<file path="src/logic/uart_tmo_pkg.sv">
// package: register map, field positions and timing constants for the uart block
package uart_tmo_pkg;
  localparam int unsigned NUM_CHANNELS = 2;
  localparam logic [7:0] CH_STRIDE = 8'h40;
  // per-channel word offsets (byte addresses)
  localparam logic [7:0] OFF_RX_HOLDING   = 8'h00;
  localparam logic [7:0] OFF_INT_ENABLE   = 8'h04;
  localparam logic [7:0] OFF_INT_IDENT    = 8'h08;
  localparam logic [7:0] OFF_FIFO_CTRL    = 8'h0C;
  localparam logic [7:0] OFF_LINE_CTRL    = 8'h10;
  localparam logic [7:0] OFF_MODEM_CTRL   = 8'h14;
  localparam logic [7:0] OFF_LINE_STATE   = 8'h18;
  localparam logic [7:0] OFF_DIV_LOW      = 8'h1C;
  localparam logic [7:0] OFF_DIV_HIGH     = 8'h20;
  localparam logic [7:0] OFF_FRAC_DIV     = 8'h24;
  localparam logic [7:0] OFF_TX_LEVEL     = 8'h28;
  localparam logic [7:0] OFF_RX_LEVEL     = 8'h2C;
  localparam logic [7:0] OFF_FLOW_HIGH    = 8'h30;
  localparam logic [7:0] OFF_FLOW_LOW     = 8'h34;
  localparam logic [7:0] OFF_FIFO_STATUS  = 8'h38;
  localparam logic [7:0] OFF_FIFO_EVENT   = 8'h3C;
  // field positions
  localparam int unsigned IE_RX_BIT      = 0;
  localparam int unsigned IE_THR_BIT     = 1;
  localparam int unsigned FC_DMA_BIT     = 3;
  localparam int unsigned MC_PRESC_BIT   = 7;
  localparam int unsigned LS_DR_BIT      = 0;
  localparam int unsigned LS_THRE_BIT    = 5;
  // event register bits: writes of 1 report a stop-bit centre, rx push, tx push, tx pop
  localparam int unsigned EV_STOP_BIT    = 0;
  localparam int unsigned EV_RX_PUSH_BIT = 1;
  localparam int unsigned EV_TX_PUSH_BIT = 2;
  localparam int unsigned EV_TX_POP_BIT  = 3;
  // reset values
  localparam logic [7:0] RST_IER  = 8'h00;
  localparam logic [7:0] RST_FCR  = 8'h00;
  localparam logic [7:0] RST_LCR  = 8'h03;
  localparam logic [7:0] RST_MCR  = 8'h00;
  localparam logic [7:0] RST_DLL  = 8'h01;
  localparam logic [7:0] RST_DLH  = 8'h00;
  localparam logic [7:0] RST_FRAC = 8'h00;
  localparam logic [7:0] RST_LVL  = 8'h00;
  // interrupt identification codes; priority is time-out, rx data, then thr
  localparam logic [3:0] ID_NONE    = 4'h1;
  localparam logic [3:0] ID_RX_DATA = 4'h4;
  localparam logic [3:0] ID_RX_TMO  = 4'hC;
  localparam logic [3:0] ID_THR     = 4'h2;
  // fifo sizes and timing
  localparam logic [7:0] FIFO_NORMAL   = 8'd32;
  localparam logic [7:0] FIFO_EXTENDED = 8'd128;
  localparam int unsigned TMO_CHARS    = 4;
  localparam int unsigned SAMPLES_PER_BIT = 16;
  localparam int unsigned PRESC_SLOW   = 4;
  localparam logic [31:0] BUS_OKAY_DATA = 32'h0000_0000;

  typedef struct packed {
    logic       write;
    logic [7:0] addr;
  } bus_req_t;

  typedef struct packed {
    logic [7:0] interrupt_enable_reg;
    logic [7:0] fifo_ctrl_reg;
    logic [7:0] lcr;
    logic [7:0] modem_ctrl_reg;
    logic [7:0] dll;
    logic [7:0] dlh;
    logic [7:0] frac;
    logic [7:0] txl;
    logic [7:0] rxl;
    logic [7:0] fhi;
    logic [7:0] flo;
  } chan_cfg_t;
endpackage

</file>
<file path="src/logic/uart_tmo_baud.sv">
// uart time-out, fractional baud generator and dma ready pins, two channels
`timescale 1ns/10ps
// What this block does
// - thr-empty flag set at reset, interrupt raised once enable bit 1 is set
// - ident shows only highest pending source
// - rx data and time-out share enable bit
// - rx interrupt at fifo trigger level
// - no time-out while rx fifo empty
// - time-out restarts at stop centre, rhr read
// - time-out after four character times
// - integer divisor one to 65535
// - fractional part extends the divisor
// - modem control bit 7 picks prescaler
// - sample clock sixteen per bit
// - one baud tick for tx and rx
// - fifo control bit 3 selects dma
// - non-dma rx ready high when empty
// - dma rx ready low at trigger/timeout
// - non-dma tx ready high when not empty
// - dma tx ready high when full
// - fifo full at 32, else 128
// - any level register selects extended mode; a nonzero rx level gives the rx trigger
module uart_tmo_baud
  import uart_tmo_pkg::*;
#(
  parameter int unsigned CHANNELS = NUM_CHANNELS
) (
  input  wire logic                clk,
  input  wire logic                rst,
  input  wire logic                hsel,
  input  wire logic [31:0]         haddr,
  input  wire logic [1:0]          htrans,
  input  wire logic                hwrite,
  input  wire logic [2:0]          hsize,
  input  wire logic [31:0]         hwdata,
  input  wire logic                hready,
  output logic      [31:0]         hrdata,
  output logic                     hreadyout,
  output logic                     hresp,
  output logic      [CHANNELS-1:0] rx_ready_pin,
  output logic      [CHANNELS-1:0] tx_ready_pin,
  output logic      [CHANNELS-1:0] baud_tick,
  output logic      [CHANNELS-1:0] int_pending
);

  // character length in bit times, doubled so 1.5 stop bits stays integral
  function automatic logic [4:0] half_bits(input logic [7:0] lcr);
    logic [4:0] n;
    n = 5'd2 + 5'((5 + lcr[1:0]) * 2) + (lcr[3] ? 5'd2 : 5'd0);
    if (!lcr[2])
      n = n + 5'd2;
    else if (lcr[1:0] == 2'b00)
      n = n + 5'd3;
    else
      n = n + 5'd4;
    return n;
  endfunction

  // ceil(16*(n + m/16)) = 16*n + m, times the prescaler
  function automatic logic [21:0] period(input logic [15:0] n,
                                         input logic [3:0]  m,
                                         input logic        slow);
    logic [21:0] p;
    // a zero integer part would stall the divider, so it runs as one
    p = {2'b00, (n == 16'h0) ? 16'h0001 : n, 4'h0} + {18'h0, m};
    return slow ? 22'(p * PRESC_SLOW) : p;
  endfunction

  // address phase capture
  bus_req_t   req;
  logic       req_valid;
  wire        addr_take = hsel && htrans[1] && hready;
  always_ff @(posedge clk) begin
    if (rst) begin
      req_valid <= 1'b0;
      req       <= '0;
    end else if (hready) begin
      req_valid <= addr_take;
      req       <= '{write: hwrite, addr: haddr[7:0]};
    end
  end

  wire       wr_en = req_valid && req.write;
  wire       rd_en = req_valid && !req.write;
  wire [7:0] wr_val = hwdata[7:0];

  logic [31:0] rd_mux [CHANNELS];

  for (genvar c = 0; c < CHANNELS; c++) begin : g_ch
    localparam logic [7:0] BASE = 8'(c * CH_STRIDE);
    chan_cfg_t   cfg;
    logic [7:0]  rx_count;
    logic [7:0]  tx_count;
    logic        thr_flag;
    logic        tmo_flag;
    logic        rx_dma_low;
    logic        tx_dma_high;
    logic [21:0] div_cnt;
    logic [21:0] tmo_cnt;
    logic [7:0]  ident;

    wire [7:0] off   = req.addr - BASE;
    wire       mine  = req.addr >= BASE && req.addr < 8'(BASE + CH_STRIDE);
    wire       w_ier = wr_en && mine && off == OFF_INT_ENABLE;
    wire       w_ev  = wr_en && mine && off == OFF_FIFO_EVENT;
    wire       r_rhr = rd_en && mine && off == OFF_RX_HOLDING;
    wire       r_isr = rd_en && mine && off == OFF_INT_IDENT;

    wire ev_stop = w_ev && wr_val[EV_STOP_BIT];
    wire ev_rxp  = w_ev && wr_val[EV_RX_PUSH_BIT];
    wire ev_txp  = w_ev && wr_val[EV_TX_PUSH_BIT];
    wire ev_txo  = w_ev && wr_val[EV_TX_POP_BIT];

    wire extended = |{cfg.txl, cfg.rxl, cfg.fhi, cfg.flo};
    wire [7:0] cap = extended ? FIFO_EXTENDED : FIFO_NORMAL;
    wire [1:0] fsel = cfg.fifo_ctrl_reg[7:6];
    wire [7:0] legacy_trig = fsel == 2'd0 ? 8'd8 : fsel == 2'd1 ? 8'd16 :
                             fsel == 2'd2 ? 8'd24 : 8'd28;
    wire [7:0] rx_trig = (extended && cfg.rxl != 8'h00) ? cfg.rxl
                                                        : legacy_trig;
    wire rx_full  = rx_count >= cap;
    wire tx_full  = tx_count >= cap;
    wire rx_empty = rx_count == 8'h00;
    wire rx_at_trig = rx_count >= rx_trig;

    wire rx_pop = r_rhr && !rx_empty;
    wire dma    = cfg.fifo_ctrl_reg[FC_DMA_BIT];

    // one divider per channel; its tick times both directions
    wire [21:0] per = period({cfg.dlh, cfg.dll}, cfg.frac[3:0],
                             cfg.modem_ctrl_reg[MC_PRESC_BIT]);
    wire tick = div_cnt == 22'h0;
    wire [21:0] tmo_limit =
      22'(half_bits(cfg.lcr) * SAMPLES_PER_BIT * TMO_CHARS / 2);

    // priority encoder: only the top pending source is shown
    wire rx_src  = cfg.interrupt_enable_reg[IE_RX_BIT] && rx_at_trig;
    wire tmo_src = cfg.interrupt_enable_reg[IE_RX_BIT] && tmo_flag;
    wire thr_src = cfg.interrupt_enable_reg[IE_THR_BIT] && thr_flag;
    wire [3:0] top = tmo_src ? ID_RX_TMO : rx_src ? ID_RX_DATA :
                     thr_src ? ID_THR : ID_NONE;

    always_ff @(posedge clk) begin
      if (rst) begin
        cfg <= '{interrupt_enable_reg: RST_IER, fifo_ctrl_reg: RST_FCR, lcr: RST_LCR, modem_ctrl_reg: RST_MCR,
                 dll: RST_DLL, dlh: RST_DLH, frac: RST_FRAC, txl: RST_LVL,
                 rxl: RST_LVL, fhi: RST_LVL, flo: RST_LVL};
      end else if (wr_en && mine) begin
        unique case (off)
          OFF_INT_ENABLE: cfg.interrupt_enable_reg  <= wr_val;
          OFF_FIFO_CTRL:  cfg.fifo_ctrl_reg  <= wr_val;
          OFF_LINE_CTRL:  cfg.lcr  <= wr_val;
          OFF_MODEM_CTRL: cfg.modem_ctrl_reg  <= wr_val;
          OFF_DIV_LOW:    cfg.dll  <= wr_val;
          OFF_DIV_HIGH:   cfg.dlh  <= wr_val;
          OFF_FRAC_DIV:   cfg.frac <= wr_val;
          OFF_TX_LEVEL:   cfg.txl  <= wr_val;
          OFF_RX_LEVEL:   cfg.rxl  <= wr_val;
          OFF_FLOW_HIGH:  cfg.fhi  <= wr_val;
          OFF_FLOW_LOW:   cfg.flo  <= wr_val;
          default: ;
        endcase
      end
    end

    always_ff @(posedge clk) begin
      if (rst) begin
        rx_count <= 8'h00;
        tx_count <= 8'h00;
      end else begin
        rx_count <= 8'(rx_count + (ev_rxp && !rx_full) - rx_pop);
        tx_count <= 8'(tx_count + (ev_txp && !tx_full)
                    - (ev_txo && tx_count != 8'h00));
      end
    end

    // thr flag set at reset so enabling bit 1 raises it at once
    always_ff @(posedge clk) begin
      if (rst)
        thr_flag <= 1'b1;
      else if (ev_txo && tx_count == 8'd1)
        thr_flag <= 1'b1;
      else if (r_isr && top == ID_THR || ev_txp)
        thr_flag <= 1'b0;
    end

    always_ff @(posedge clk) begin
      if (rst)
        div_cnt <= 22'h0;
      else if (tick)
        div_cnt <= 22'(per - 22'd1);
      else
        div_cnt <= 22'(div_cnt - 22'd1);
    end

    // time-out counts baud ticks; a restart event overrides expiry
    always_ff @(posedge clk) begin
      if (rst) begin
        tmo_cnt  <= 22'h0;
        tmo_flag <= 1'b0;
      end else if (ev_stop || rx_pop) begin
        tmo_cnt  <= 22'h0;
        tmo_flag <= 1'b0;
      end else if (rx_empty) begin
        tmo_cnt  <= 22'h0;
        tmo_flag <= 1'b0;
      end else if (tick && !tmo_flag) begin
        if (tmo_cnt + 22'd1 >= tmo_limit)
          tmo_flag <= 1'b1;
        tmo_cnt <= 22'(tmo_cnt + 22'd1);
      end
    end

    // dma rx ready holds its level between set and clear; dma tx ready follows tx_full each cycle
    always_ff @(posedge clk) begin
      if (rst) begin
        rx_dma_low  <= 1'b0;
        tx_dma_high <= 1'b0;
      end else begin
        if (rx_empty)
          rx_dma_low <= 1'b0;
        else if (rx_at_trig || tmo_flag)
          rx_dma_low <= 1'b1;
        if (tx_full)
          tx_dma_high <= 1'b1;
        else
          tx_dma_high <= 1'b0;
      end
    end

    always_ff @(posedge clk) begin
      if (rst) begin
        rx_ready_pin[c] <= 1'b1;
        tx_ready_pin[c] <= 1'b0;
        baud_tick[c]    <= 1'b0;
        int_pending[c]  <= 1'b0;
      end else begin
        rx_ready_pin[c] <= dma ? !rx_dma_low : rx_empty;
        tx_ready_pin[c] <= dma ? tx_dma_high : tx_count != 8'h00;
        baud_tick[c]    <= tick;
        int_pending[c]  <= top != ID_NONE;
      end
    end

    assign ident = {4'h0, top};
    wire [7:0] line_state_reg = {2'b00, tx_count == 8'h00, 4'h0, !rx_empty};
    always_comb begin
      rd_mux[c] = BUS_OKAY_DATA;
      if (mine) begin
        unique case (off)
          OFF_INT_ENABLE:  rd_mux[c] = {24'h0, cfg.interrupt_enable_reg};
          OFF_INT_IDENT:   rd_mux[c] = {24'h0, ident};
          OFF_FIFO_CTRL:   rd_mux[c] = {24'h0, cfg.fifo_ctrl_reg};
          OFF_LINE_CTRL:   rd_mux[c] = {24'h0, cfg.lcr};
          OFF_MODEM_CTRL:  rd_mux[c] = {24'h0, cfg.modem_ctrl_reg};
          OFF_LINE_STATE:  rd_mux[c] = {24'h0, line_state_reg};
          OFF_DIV_LOW:     rd_mux[c] = {24'h0, cfg.dll};
          OFF_DIV_HIGH:    rd_mux[c] = {24'h0, cfg.dlh};
          OFF_FRAC_DIV:    rd_mux[c] = {24'h0, cfg.frac};
          OFF_TX_LEVEL:    rd_mux[c] = {24'h0, cfg.txl};
          OFF_RX_LEVEL:    rd_mux[c] = {24'h0, cfg.rxl};
          OFF_FLOW_HIGH:   rd_mux[c] = {24'h0, cfg.fhi};
          OFF_FLOW_LOW:    rd_mux[c] = {24'h0, cfg.flo};
          OFF_FIFO_STATUS: rd_mux[c] = {16'h0, tx_count, rx_count};
          default:         rd_mux[c] = BUS_OKAY_DATA;
        endcase
      end
    end
  end

  logic [31:0] rd_or;
  always_comb begin
    rd_or = BUS_OKAY_DATA;
    for (int i = 0; i < CHANNELS; i++)
      rd_or = rd_or | rd_mux[i];
  end

  // zero-wait slave: data phase completes in one cycle, always okay
  assign hrdata    = rd_en ? rd_or : BUS_OKAY_DATA;
  assign hreadyout = 1'b1;
  assign hresp     = 1'b0;

endmodule // uart_tmo_baud

</file>
<file path="config.mk">
export PLATFORM = sky130hd
export DESIGN_NAME = uart_tmo_baud
export DESIGN_NICKNAME = d
export VERILOG_FILES = /design/src/logic/uart_tmo_pkg.sv /design/src/logic/uart_tmo_baud.sv
export SDC_FILE = /design/constraint.sdc
export NUM_CORES = 1
export LEC_CHECK = 0
export BUFFER_PORTS_ARGS = -buffer_cell sky130_fd_sc_hd__buf_2
export CAP_MARGIN = 10
export CORE_UTILIZATION = 50
export DETAILED_ROUTE_END_ITERATION = 10
export GPL_TIMING_DRIVEN = 1
export PLACE_DENSITY = 0.68
export SYNTH_ARGS = -nofsm -noshare
export SYNTH_HDL_FRONTEND = slang
export SYNTH_SLANG_ARGS = --single-unit
</file>
<file path="constraint.sdc">
create_clock -name clk -period 5.12 [get_ports clk]
set_input_delay 0.512 -clock clk [delete_from_list [all_inputs] [get_ports clk]]
set_output_delay 0.512 -clock clk [all_outputs]
set_load 0.02 [all_outputs]
</file>
==> impl_metrics.toml <==
[detailed_routing]
via_per_inst = 6.23
wl_mm = 60.1
ant_nets = 0
drt_iter0_drc = 1785
first_pass_iters = 10
vias = 17600
route.detailed.drc = 7
avgRoutedWirePerCell_um = 21.3

[cts]
cts_tree = "built"
cts_buffers = 38
cts_sinks = 322
cts_setup_buffers = 0
root_buffer = "clkbuf_16"
insertion_delay_ns = 0.57
cts_resized = 0
cts_hold_buf = 0
clock_path_buffers = 3
h-tree-depth = 2
path_clk_slew_ns = 0.06

[setup_path]
startpoint_type = "register"
criticalPathCategory = "reg2out"
cp_cell_sequence = "buf_4, or4b_2, nor2_1, a22o_1, a221oi_1, o2111ai_1, a211oi_1, a31oi_1, buf_2"
cp_slowest_cell = "or4b_2"
worstPathArrival_ns = 4.03
crit_fanout = 11
cp-end-kind = "output port"
cp_slowest_stage_delay_ns = 0.75
path_delay_family = "simple AND/OR/NAND/NOR gates"
critPathBufInv = 2
critical_path_required_ns = 4.61

[pwr]
cellPowerDensity_nw_per_um2 = 386
p_leak_nw = 7.18
ir_drop_mv = 0.412

[global_route]
overflow = 0
grt_max_degree = 170
grt_usage_pct = 32.1
grt_pass1_wl_mm = 92.2
first_global_vias = 16300
antenna_found_initial = 0

[synthesis]
ys_seq_area_share_pct = 35.3
synthXorXnorAreaFrac_pct = 4.85
ys.flop_type = "dfxtp_1"
yosys.area.top_type_share_pct = 35.3
synth-simple-area-share_pct = 26.6
async_reset_ff_share_pct = 0
netlist_top_cells_area = "dfxtp_1, nand2_1, a21oi_1, ha_1, nor2_1"
netlist_area_um2 = 18200
synthCells = 2352
yosysUniqueCellTypes = 81
synth-compound-area-share_pct = 17.9
synth_edf_count = 0
synthAdderAreaFrac_pct = 6.97
yosysWarnings = 0
synth_top_family_by_area = "simple AND/OR/NAND/NOR gates"
synthMuxAreaShare_pct = 2.99
avgSynthCellArea_um2 = 7.75
synth_area_leader_cell = "dfxtp_1"
ys_ff_latch = 322

[timing]
setup_tns_ns = 0
slew_violations = 0
holdWs_ns = 0.185
clock_skew_ns = 0.0231
worst_pin_slew_ns = 1.15
fmax_ghz = 0.220
relSlewSlack_pct = 22.5
setup_viol = 0
fin_crit_ns = 4.54
hold_violations = 0
period_share_pct = 88.7
rsz0062_at_grt = "false"

[floorplan]
placementRows = 69
ioPinCount = 116
core-area_um2 = 35700
die_h_um = 193
die_w_um = 193
start_util_pct = 51.0
dieArea_um2 = 37200

[place]
io_buffers = 45
hpwl_mm = 42.8
gp_congestion = 1.02

[layout]
antenna_cells = 0
layout.nets = 2510
synthToLayoutAreaGrowth_pct = 10.1
drive_gt1_share_pct = 8.29

[outcome]
failed_checks = "DRC"
status = "complete, but fails checks"

[worst_hold_path]
hold_class = "in2reg"

[run]
max-cap-violations = 0
worst paths after layout:
kind	from	end	slack [ns]	cells past startpoint
max	req[4]	hrdata[0]	0.58	9
max reg2reg	g_ch[0].cfg[19]	g_ch[0].tx_count[6]	0.71	21
min reg2reg	g_ch[0].cfg[61]	g_ch[0].cfg[61]	0.46	2
min	haddr[2]	req[2]	0.19	3
power breakdown:
group          internal, mW  leakage, nW  switching (mW)  total [mW]
clock                  1.72        0.638            1.10        2.82
sequential             2.69         2.60           0.194        2.88
combinational         0.751         3.94            1.29        2.04
final cells by class:
cell class                      count  area [um^2]
Clock inverter                     12          160
Clock buffer                       54         1120
Sequential cell                   322         6450
Fill cell                        3360        15700
Multi-Input combinational cell   1810        10900
Inverter                           81          304
Timing Repair Buffer               85          542
Tap cell                          461          577
cells by family after synthesis:
kind of cell / after synthesis
buffers and inverters: 236
other: 2
AOI/OAI and AO/OA: 513
muxes: 52
adders and majority gates: 98
xor gates and xnor gates: 101
and+or+nand+nor: 1028
DFF: 322
registers in the layout, indices dropped and copies added (netlist names):
name and count:
g_ch.tx_dma_high 2, req_valid 1, rx_ready_pin 2, g_ch.tmo_cnt 44
tx_ready_pin 2, g_ch.div_cnt 44, g_ch.thr_flag 2, g_ch.rx_dma_low 2
g_ch.tx_count 16, g_ch.rx_count 16, baud_tick 2, int_pending 2
g_ch.tmo_flag 2, g_ch.cfg 176, req 9
stage by stage:
| stage | util, % | setup WS (ns) | instance area (um^2) | total power [mW] | std cells |
|---|---|---|---|---|---|
| after floorplan | - | 1.39 | 18300 | 4.47 | 2368 |
| after global placement | 52.5 | 0.896 | 18800 | 4.87 | 2755 |
| after detailed placement | 52.5 | 0.812 | 18800 | 4.93 | 2755 |
| after CTS | 56.1 | 0.683 | 20000 | 7.75 | 2821 |
| after global routing | 56.2 | 0.405 | 20100 | 8.11 | 2825 |
| final | 56.2 | 0.577 | 20100 | 7.74 | 2825 |
placed cells by master, fill, tap and decap left out, types with 38 or more instances in the layout:
cell type and instances:
nor3_1 65, nor4_1 38, nand2_1 400, nor2_1 231, dfxtp_1 322, buf_2 46
a22oi_1 43, nand3_1 110, a21oi_1 256, xnor2_1 39, xor2_1 62, clkbuf_16 41
inv_1 81, o21ai_0 43, ha_1 92
layer usage:
layer  up-vias  wire length, um  part of all wire, %  track usage [%]
met5         -                0                    0                0
met4         0             2550                  4.2             13.4
met3       173             5780                  9.6             6.84
met2       792            26900                   45             51.4
met1      8358            24900                   41             41.9
li1       8265                -                    -                -
tightest hold or removal path: cells and delay by family:
family                 cells  cell delay (ns)
buffers and inverters      1             0.08
and+or+nand+nor            1             0.07
muxes                      1             0.05
Yosys cell counts, types with 26 or more instances:
cell	number
a21oi_1	256
a22oi_1	43
a31oi_1	26
clkbuf_1	123
dfxtp_1	322
ha_1	92
inv_1	81
mux2i_1	32
nand2_1	400
nand3_1	110
nand4_1	29
nor2_1	232
nor3_1	65
nor4_1	39
o21ai_0	43
xnor2_1	39
xor2_1	62
(Power assumes the default switching activity.)
